File: src/common/lpd_pkg.sv
// Constants and helper functions shared by the LED PWM driver files.
package lpd_pkg;

    // System clock rate in hertz.
    localparam int unsigned CLK_HZ = 10_000_000;
    // Fastest repetition rate in hertz and slots per repetition period.
    localparam int unsigned BASE_RATE_HZ = 256;
    localparam int unsigned SLOTS = 32;
    // Clock cycles per slot at the fastest rate, rounded down.
    localparam int unsigned SLOT_CYCLES = CLK_HZ / (BASE_RATE_HZ * SLOTS);
    // Ramp step rate in hertz (one step every 1/64 s).
    localparam int unsigned RAMP_STEP_HZ = 64;
    // Clock cycles per ramp step, rounded down.
    localparam int unsigned RAMP_STEP_CYCLES = CLK_HZ / RAMP_STEP_HZ;

    // APB address width and register byte offsets.
    localparam int unsigned ADDR_W = 12;
    localparam logic [11:0] ADDR_CTRL = 12'h000;
    localparam logic [11:0] ADDR_RED = 12'h004;
    localparam logic [11:0] ADDR_GREEN = 12'h008;
    localparam logic [11:0] ADDR_STATUS = 12'h00C;

    // Control register bit positions.
    localparam int unsigned CTRL_OVRD_BIT = 0;
    localparam int unsigned CTRL_THERMAL_PERMIT_BIT = 1;
    // Channel register field positions.
    localparam int unsigned CFG_DUTY_LSB = 0;
    localparam int unsigned CFG_LEVEL_LSB = 6;
    localparam int unsigned CFG_RATE_LSB = 8;
    localparam int unsigned CFG_RAMP_BIT = 10;
    localparam int unsigned CFG_EN_BIT = 11;
    localparam int unsigned CFG_W = 12;
    // Status register field positions.
    localparam int unsigned STAT_GREEN_LSB = 8;
    localparam int unsigned STAT_SINK_LSB = 16;

    // Reset values: level 7.0 mA code, duty off, rate 256 Hz, all bits off.
    localparam logic [1:0] LEVEL_RST = 2'h1;
    localparam logic [11:0] CFG_RST = 12'h040;
    localparam logic [1:0] CTRL_RST = 2'h0;

    // Repetition rate codes and the full-on effective duty.
    localparam logic [1:0] RATE_256 = 2'h0;
    localparam logic [1:0] RATE_8 = 2'h1;
    localparam logic [1:0] RATE_1 = 2'h2;
    localparam logic [5:0] DUTY_FULL = 6'h20;

    // Maps a duty setting to an effective duty of 0 to 32 slots.
    function automatic logic [5:0] lpd_duty_target(input logic [5:0] dc);
        lpd_duty_target = dc[5] ? DUTY_FULL : {1'b0, dc[4:0]};
    endfunction

    // Returns base slot ticks per slot, minus one, for a rate code.
    function automatic logic [9:0] lpd_rate_div(input logic [1:0] rate);
        case (rate)
            RATE_256: lpd_rate_div = 10'h000;
            RATE_8: lpd_rate_div = 10'h01F;
            RATE_1: lpd_rate_div = 10'h0FF;
            default: lpd_rate_div = 10'h1FF;
        endcase
    endfunction

endpackage

File: src/common/lpd_chan_if.sv
// Settings and status that pass between the register file and one LED channel.
`timescale 1ns/1ns
interface lpd_chan_if;
    logic en;          // Channel enable.
    logic gate;        // Override and thermal permit both set.
    logic ramp_en;     // Ramp enable.
    logic [1:0] rate;  // Repetition rate code.
    logic [5:0] duty;  // Programmed duty setting.
    logic base_tick;   // One pulse per slot at the fastest rate.
    logic ramp_tick;   // One pulse per ramp step.
    logic [5:0] eff;   // Effective duty in slots.
    logic sink;        // Sink drive.
    modport cfg (output en, gate, ramp_en, rate, duty, base_tick, ramp_tick,
        input eff, sink);
    modport chan (input en, gate, ramp_en, rate, duty, base_tick, ramp_tick,
        output eff, sink);
endinterface // lpd_chan_if

File: src/verilog/lpd_led_channel.sv
// One LED sink channel: duty ramping, slot timing and PWM output.
`timescale 1ns/1ns
module lpd_led_channel (
    input wire logic sys_clk_in,
    input wire logic rst_in,
    lpd_chan_if.chan ch
);
    import lpd_pkg::*;

    logic [5:0] eff_q, eff_d;   // Effective duty.
    logic [4:0] slot_q;         // Slot within the period.
    logic [9:0] sub_q;          // Base ticks within the slot.
    logic sink_q;               // Registered sink drive.
    logic [5:0] target;         // Duty that the channel heads for.
    logic ramp_act;             // Ramping applies.
    logic slot_end;             // Last base tick of a slot.
    logic sink_d;               // Next sink drive.

    assign target = lpd_duty_target(ch.duty);
    assign ramp_act = ch.ramp_en && (ch.rate == RATE_256);
    // Greater-or-equal ends the slot at once when a faster rate is written mid-slot.
    // An exact match would let the sub-slot counter run on to its wrap and freeze the PWM.
    assign slot_end = ch.base_tick && (sub_q >= lpd_rate_div(ch.rate));
    // Direct apply without ramp, else one step per tick toward target.
    assign eff_d = !ramp_act ? target :
        (!ch.ramp_tick || eff_q == target) ? eff_q :
        (eff_q < target) ? eff_q + 6'h01 : eff_q - 6'h01;
    // On for eff slots of 32; all gates and nonzero duty needed.
    assign sink_d = ch.en && ch.gate && (ch.duty != 6'h00) &&
        ({1'b0, slot_q} < eff_q);

    // Effective duty register.
    always_ff @(posedge sys_clk_in or posedge rst_in) begin
        if (rst_in) begin
            eff_q <= 6'h00;
        end else begin
            eff_q <= eff_d;
        end
    end

    // Slot counters, stretched per slot by the rate divider.
    always_ff @(posedge sys_clk_in or posedge rst_in) begin
        if (rst_in) begin
            sub_q <= 10'h000;
            slot_q <= 5'h00;
        end else if (slot_end) begin
            sub_q <= 10'h000;
            slot_q <= slot_q + 5'h01;
        end else if (ch.base_tick) begin
            sub_q <= sub_q + 10'h001;
        end
    end

    // Sink output register.
    always_ff @(posedge sys_clk_in or posedge rst_in) begin
        if (rst_in) begin
            sink_q <= 1'b0;
        end else begin
            sink_q <= sink_d;
        end
    end

    assign ch.eff = eff_q;
    assign ch.sink = sink_q;
endmodule // lpd_led_channel

File: src/verilog/lpd_led_driver.sv
// Two-channel LED PWM driver with ramp and blink, with an APB register file.
//
// Behaviour
// - Sink on needs enable, override, thermal, duty.
// - Red and green settings are independent; override and thermal gate both.
// - Two-bit level selects 3.5/7/10/12 mA, reset 7.
// - Duty zero off, 1-31 slots, top bit full.
// - Ramping only with ramp enable at 256 Hz.
// - Ramp moves one slot every 1/64 second.
// - Each new duty write starts a ramp; here only with ramp enable at 256 Hz, else it applies at once.
// - Without ramp enable, new duty applies at once.
// - Period code sets 256/8/1/0.5 Hz repetition.
//
// The register addresses and register access over APB were decided locally.
`timescale 1ns/1ns
module lpd_led_driver #(
    parameter int unsigned RAMP_CYCLES = lpd_pkg::RAMP_STEP_CYCLES
) (
    input wire logic sys_clk_in,
    input wire logic rst_in,
    input wire logic [lpd_pkg::ADDR_W-1:0] paddr_in,
    input wire logic psel_in,
    input wire logic penable_in,
    input wire logic pwrite_in,
    input wire logic [31:0] pwdata_in,
    output logic [31:0] prdata_out,
    output logic pready_out,
    output logic pslverr_out,
    output logic red_led_sink_out,
    output logic green_led_sink_out,
    output logic [1:0] red_led_current_level_out,
    output logic [1:0] green_led_current_level_out
);
    import lpd_pkg::*;

    // Counter widths for the two time bases.
    localparam int unsigned BW = $clog2(SLOT_CYCLES + 1);
    localparam int unsigned RW = $clog2(RAMP_CYCLES + 1);

    logic [1:0] ctrl_q;              // Override and thermal permit bits.
    logic [CFG_W-1:0] cfg_q [2];     // Channel settings, index 0 red, 1 green.
    logic [31:0] prdata_q;           // Registered read data.
    logic [BW-1:0] base_cnt_q;       // Slot time base counter.
    logic [RW-1:0] ramp_cnt_q;       // Ramp step time base counter.
    logic base_tick;                 // Slot time base pulse.
    logic ramp_tick;                 // Ramp step pulse.
    logic wr_acc;                    // Write access phase.
    logic rd_setup;                  // Read setup phase.
    logic sel_ctrl;                  // Control register addressed.
    logic sel_red;                   // Red settings addressed.
    logic sel_green;                 // Green settings addressed.
    logic sel_status;                // Status register addressed.
    logic mapped;                    // Any register addressed.
    logic [31:0] rd_d;               // Read data mux.
    logic [31:0] status_word;        // Live status word.
    logic [5:0] eff [2];             // Effective duties from channels.
    logic sink [2];                  // Sink drives from channels.

    lpd_chan_if ch_if [2] ();

    // Address decode and access phases.
    assign sel_ctrl = (paddr_in == ADDR_CTRL);
    assign sel_red = (paddr_in == ADDR_RED);
    assign sel_green = (paddr_in == ADDR_GREEN);
    assign sel_status = (paddr_in == ADDR_STATUS);
    assign mapped = sel_ctrl || sel_red || sel_green || sel_status;
    assign wr_acc = psel_in && penable_in && pwrite_in;
    assign rd_setup = psel_in && !penable_in && !pwrite_in;

    // Zero wait states; an unmapped address answers with an error.
    assign pready_out = 1'b1;
    assign pslverr_out = psel_in && penable_in && !mapped;

    // Status shows effective duties and live sink states.
    assign status_word = {14'h0000, sink[1], sink[0], 2'h0, eff[1], 2'h0, eff[0]};

    // Read mux; reserved bits and unmapped reads give zero.
    assign rd_d = sel_ctrl ? {30'h00000000, ctrl_q} :
        sel_red ? {20'h00000, cfg_q[0]} :
        sel_green ? {20'h00000, cfg_q[1]} :
        sel_status ? status_word : 32'h00000000;

    // Control register write.
    always_ff @(posedge sys_clk_in or posedge rst_in) begin
        if (rst_in) begin
            ctrl_q <= CTRL_RST;
        end else if (wr_acc && sel_ctrl) begin
            ctrl_q <= pwdata_in[1:0];
        end
    end

    // Red settings write, touching only the red channel.
    always_ff @(posedge sys_clk_in or posedge rst_in) begin
        if (rst_in) begin
            cfg_q[0] <= CFG_RST;
        end else if (wr_acc && sel_red) begin
            cfg_q[0] <= pwdata_in[CFG_W-1:0];
        end
    end

    // Green settings write, touching only the green channel.
    always_ff @(posedge sys_clk_in or posedge rst_in) begin
        if (rst_in) begin
            cfg_q[1] <= CFG_RST;
        end else if (wr_acc && sel_green) begin
            cfg_q[1] <= pwdata_in[CFG_W-1:0];
        end
    end

    // Read data is captured in the setup cycle and held for the access cycle.
    always_ff @(posedge sys_clk_in or posedge rst_in) begin
        if (rst_in) begin
            prdata_q <= 32'h00000000;
        end else if (rd_setup) begin
            prdata_q <= rd_d;
        end
    end

    assign prdata_out = prdata_q;

    // Slot time base: one pulse per slot at the 256 Hz rate.
    assign base_tick = (base_cnt_q == BW'(SLOT_CYCLES - 1));
    always_ff @(posedge sys_clk_in or posedge rst_in) begin
        if (rst_in) begin
            base_cnt_q <= '0;
        end else if (base_tick) begin
            base_cnt_q <= '0;
        end else begin
            base_cnt_q <= base_cnt_q + BW'(1);
        end
    end

    // Ramp time base: one pulse every ramp step.
    assign ramp_tick = (ramp_cnt_q == RW'(RAMP_CYCLES - 1));
    always_ff @(posedge sys_clk_in or posedge rst_in) begin
        if (rst_in) begin
            ramp_cnt_q <= '0;
        end else if (ramp_tick) begin
            ramp_cnt_q <= '0;
        end else begin
            ramp_cnt_q <= ramp_cnt_q + RW'(1);
        end
    end

    // One channel per colour, each fed from its own settings only.
    for (genvar i = 0; i < 2; i++) begin : g_chan
        assign ch_if[i].en = cfg_q[i][CFG_EN_BIT];
        assign ch_if[i].gate = ctrl_q[CTRL_OVRD_BIT] && ctrl_q[CTRL_THERMAL_PERMIT_BIT];
        assign ch_if[i].ramp_en = cfg_q[i][CFG_RAMP_BIT];
        assign ch_if[i].rate = cfg_q[i][CFG_RATE_LSB+:2];
        assign ch_if[i].duty = cfg_q[i][CFG_DUTY_LSB+:6];
        assign ch_if[i].base_tick = base_tick;
        assign ch_if[i].ramp_tick = ramp_tick;
        assign eff[i] = ch_if[i].eff;
        assign sink[i] = ch_if[i].sink;
        lpd_led_channel u_chan (
            .sys_clk_in(sys_clk_in),
            .rst_in(rst_in),
            .ch(ch_if[i])
        );
    end

    // Sink drives and current level codes to the analog sinks.
    assign red_led_sink_out = sink[0];
    assign green_led_sink_out = sink[1];
    assign red_led_current_level_out = cfg_q[0][CFG_LEVEL_LSB+:2];
    assign green_led_current_level_out = cfg_q[1][CFG_LEVEL_LSB+:2];
endmodule // lpd_led_driver

File: config.mk
export PLATFORM = sky130hd
export DESIGN_NAME = lpd_led_driver
export DESIGN_NICKNAME = d
export VERILOG_FILES = /design/src/common/lpd_pkg.sv /design/src/common/lpd_chan_if.sv /design/src/verilog/lpd_led_channel.sv /design/src/verilog/lpd_led_driver.sv
export SDC_FILE = /design/constraint.sdc
export NUM_CORES = 1
export LEC_CHECK = 0
export BUFFER_PORTS_ARGS = -buffer_cell sky130_fd_sc_hd__buf_2
export CORE_ASPECT_RATIO = 0.8
export CORE_MARGIN = 2
export CORE_UTILIZATION = 50
export DETAILED_ROUTE_END_ITERATION = 8
export GPL_TIMING_DRIVEN = 0
export PLACE_DENSITY = 0.75
export SLEW_MARGIN = 20
export SYNTH_ARGS = -nofsm -noshare
export SYNTH_HDL_FRONTEND = slang
export SYNTH_HIERARCHICAL = 1
export SYNTH_SLANG_ARGS = --single-unit
File: constraint.sdc
create_clock -name sys_clk_in -period 6.25 [get_ports sys_clk_in]
set_clock_uncertainty 0.1 [all_clocks]
set_input_delay 0.3125 -clock sys_clk_in [delete_from_list [all_inputs] [get_ports sys_clk_in]]
set_output_delay 0.3125 -clock sys_clk_in [all_outputs]
set_load 0.005 [all_outputs]
==> results_dict.tcl <==
set metrics [dict create \
    layout-drive-gt1-share_pct 20.77 \
    cts.sinks 115 \
    row_count 38 \
    hold_buffers 1 \
    nFillCells 1142 \
    hold_viol_final 0 \
    slew_violations 0 \
    core-area_um2 13460 \
    r2r_setup_slack_ns 2.79 \
    drtPass1Iterations 5 \
    yosysUniqueCellTypes 63 \
    yosysMostFrequentCell "dfrtp_1" \
    endpoint_kind "flip-flop" \
    gr-max-usage-layer "met2" \
    multiInputGateArea_um2 3612 \
    grt.total_usage_pct 23.06 \
    numCtsBuffers 17 \
    synth_area_leaders "dfrtp_1, ha_1, nand2_1, xnor2_1, nor2_1" \
    whs_ns 0.04173 \
    antenna_found_initial 0 \
    num_io_pins 89 \
    holdCritPathClass "in -> reg" \
    path_max_fanout 6 \
    dp_cells 928 \
    post_cts_buffers 0 \
    design_area_um2 7995 \
    synth_top_area_cell "dfrtp_1" \
    hold_path_end "cfg_q[23]" \
    grt_max_degree 54 \
    drc 0 \
    nets 872 \
    fmax_ghz 0.2891 \
    finalPower_mw 1.769 \
    cts_tree "yes" \
    synth-seq-area-share_pct 42.15 \
    start_kind "flip-flop" \
    synth_top_area_share_pct 41.38 \
    globalRouteMet1Util_pct 29.18 \
    ys.flop_type "dfrtp_1" \
    cp_data_required_time_ns 6.44 \
    final_util_pct 59.42 \
    synth_common_cells "dfrtp_1, nand2_1, ha_1" \
    drtIter0Drc 424 \
    place_ws_ns 2.863 \
    hpwl_um 11570 \
    power.density_nw_per_um2 221.3 \
    postSynthAreaPerCell_um2 10.03 \
    vias_per_cell 5.605 \
    timing.final.setup_violations 0 \
    synthCells 681 \
    layout_setup_ws_ns 2.791 \
    die_y_um 108.6 \
    status "finished clean" \
    clockBufferDepth 2 \
    yosys_warnings 6 \
    ff2ff_path_depth 13 \
    timing.rr.end "g_chan[0].u_chan/ch.eff[5]" \
    p_leak_nw 3.949 \
    rsz0062_at_grt "no" \
    worst_slew_pin_slew_ns 0.9067 \
    portBuffers 51 \
    fp.dieW_um 134.7 \
    cp_slowest_stage_delay_ns 0.45 \
    wl_per_cell_um 16.58 \
    cpMostUsedCell "nand2_1" \
    slew-limit-headroom_pct 39.49 \
    final.setup.tns_ns 0 \
    wl_um 15910 \
    grtUsageMet2_pct 38.80 \
    async_flop_share_pct 100.0 \
    diodes 0 \
    cp_data_arrival_time_ns 3.65 \
    postRouteAntennaNets 0 \
    reg2reg_from "cfg_q[17]" \
    htree_levels 4 \
    register_area_um2 2880 \
    post-route-period-util_pct 55.35 \
    maxCapViolations 0 \
    ys_seq_elements 115 \
    grt_pass1_vias 5579 \
    hp-start "pwdata_in[11]" \
    placed_cell_area_um2 7402 \
    grt_pass1_wl_um 26650 \
    max-vdd-ir-drop_v 0.0002142 \
    instances_no_fill 960 \
    cts_resized 0 \
    crit_chain "inv_1 > nand2_1 > ha_1 > a21oi_1 > nand2_1 > a211o_1 > ha_1 > a211oi_1 > o21bai_1 > a21oi_1 > xor2_1 > mux2i_1 > nand2_1" \
    crit_type "reg -> reg" \
    syn_to_final_growth_pct 17.01 \
    globalplace.congestion 0.8941 \
    hold_depth 2 \
    start_util_pct 50.78 \
    netlist_area_um2 6833 \
    cts-root-buf "clkbuf_16" \
    overflow 0 \
    clkLatencyLatePin_ns 0.41 \
    clkSlewWorstSetupHoldPaths_ns 0.05 \
    worst_path_max_delay_cell "dfrtp_1" \
    use_met3_pct 4.923 \
    die_area_um2 14620 \
    synth-edff-count 0 \
    fin_crit_ns 3.459 \
    routed-via-count 5381 \
]
where the power goes:
| group | switching (mW) | total (mW) | internal [mW] |
|---|---|---|---|
| clock network | 0.321 | 0.958 | 0.636 |
| logic | 0.0408 | 0.0648 | 0.0240 |
| registers | 0.000544 | 0.747 | 0.746 |
layout make-up:
type / instances / area share (%)
multi-input cells: 504 / 45.18
flip-flops and latches: 115 / 36.03
clock buffers: 27 / 6.416
repair buffers: 53 / 3.662
plain buffers: 35 / 3.020
well taps: 180 / 2.817
inverters: 42 / 2.003
clock inverters: 4 / 0.8764
registers in the layout, indices dropped and copies added (netlist names):
name / count
green_led_current_level_out: 2
red_led_current_level_out: 2
base_cnt_q: 11
ramp_cnt_q: 18
cfg_q: 20
g_chan.u_chan/ch.eff: 12
ctrl_q: 2
g_chan.u_chan/sub_q: 20
g_chan.u_chan/ch.sink: 2
g_chan.u_chan/slot_q: 10
prdata_out: 16
logic make-up after synthesis:
logic type	share of synthesized area (%)
AOI/OAI and AO/OA	12.07
adders and majority gates	10.29
muxes	6.665
xor gates and xnor gates	5.768
and+or+nand+nor	17.10
other	0.1099
buffers and inverters	5.841
DFF	42.15
worst max-delay path by stage:
stage	cells after the start	from	slack [ns]	to
global route	13	cfg_q[17]	2.61	g_chan[0].u_chan/ch.eff[4]
CTS	13	cfg_q[17]	2.84	g_chan[0].u_chan/ch.eff[5]
global placement	13	cfg_q[5]	3.01	g_chan[1].u_chan/ch.eff[5]
floorplan	13	cfg_q[5]	3.29	g_chan[1].u_chan/ch.eff[5]
detailed placement	13	cfg_q[17]	2.86	g_chan[0].u_chan/ch.eff[5]
finish	13	cfg_q[17]	2.79	g_chan[0].u_chan/ch.eff[5]
cells in the final DEF, fill, tap and decap left out, types with 6 or more instances in the layout:
cell type,synthesis,final
nand2b_1,6,6
mux2_2,15,15
buf_2,4,55
o21ai_0,23,23
a21o_1,10,10
a21oi_1,32,32
o22ai_1,6,6
mux2_4,12,12
a211oi_1,8,8
inv_1,42,41
and3_1,15,15
nand3_1,34,34
nand4_1,11,11
nor2_1,50,50
ha_1,53,53
clkbuf_16,0,17
clkbuf_1,6,11
conb_1,2,17
o2111ai_1,10,10
a31oi_1,10,10
buf_4,22,22
xnor2_1,26,26
xor2_1,19,19
nand2_1,64,64
dfrtp_1,113,113
routing by layer:
layer / part of all wire, % / wire length, um / vias up
met4: 2.1 / 329 / 0
met2: 49 / 7848 / 162
li1: - / - / 2566
met1: 44 / 6972 / 2615
met3: 4.8 / 761 / 38
met5: 0 / 0 / -
critical path: cells and delay by family, from the launching register on:
family / cells / cell delay (ns)
adder cells (fa/ha/maj): 2 / 0.67
buffers and inverters: 1 / 0.18
XOR/XNOR: 1 / 0.20
flip-flops: 1 / 0.45
AO/OA/AOI/OAI: 5 / 1.25
AND/OR/NAND/NOR: 3 / 0.30
multiplexers: 1 / 0.20
Note: power is estimated with default switching activity, not from simulation.
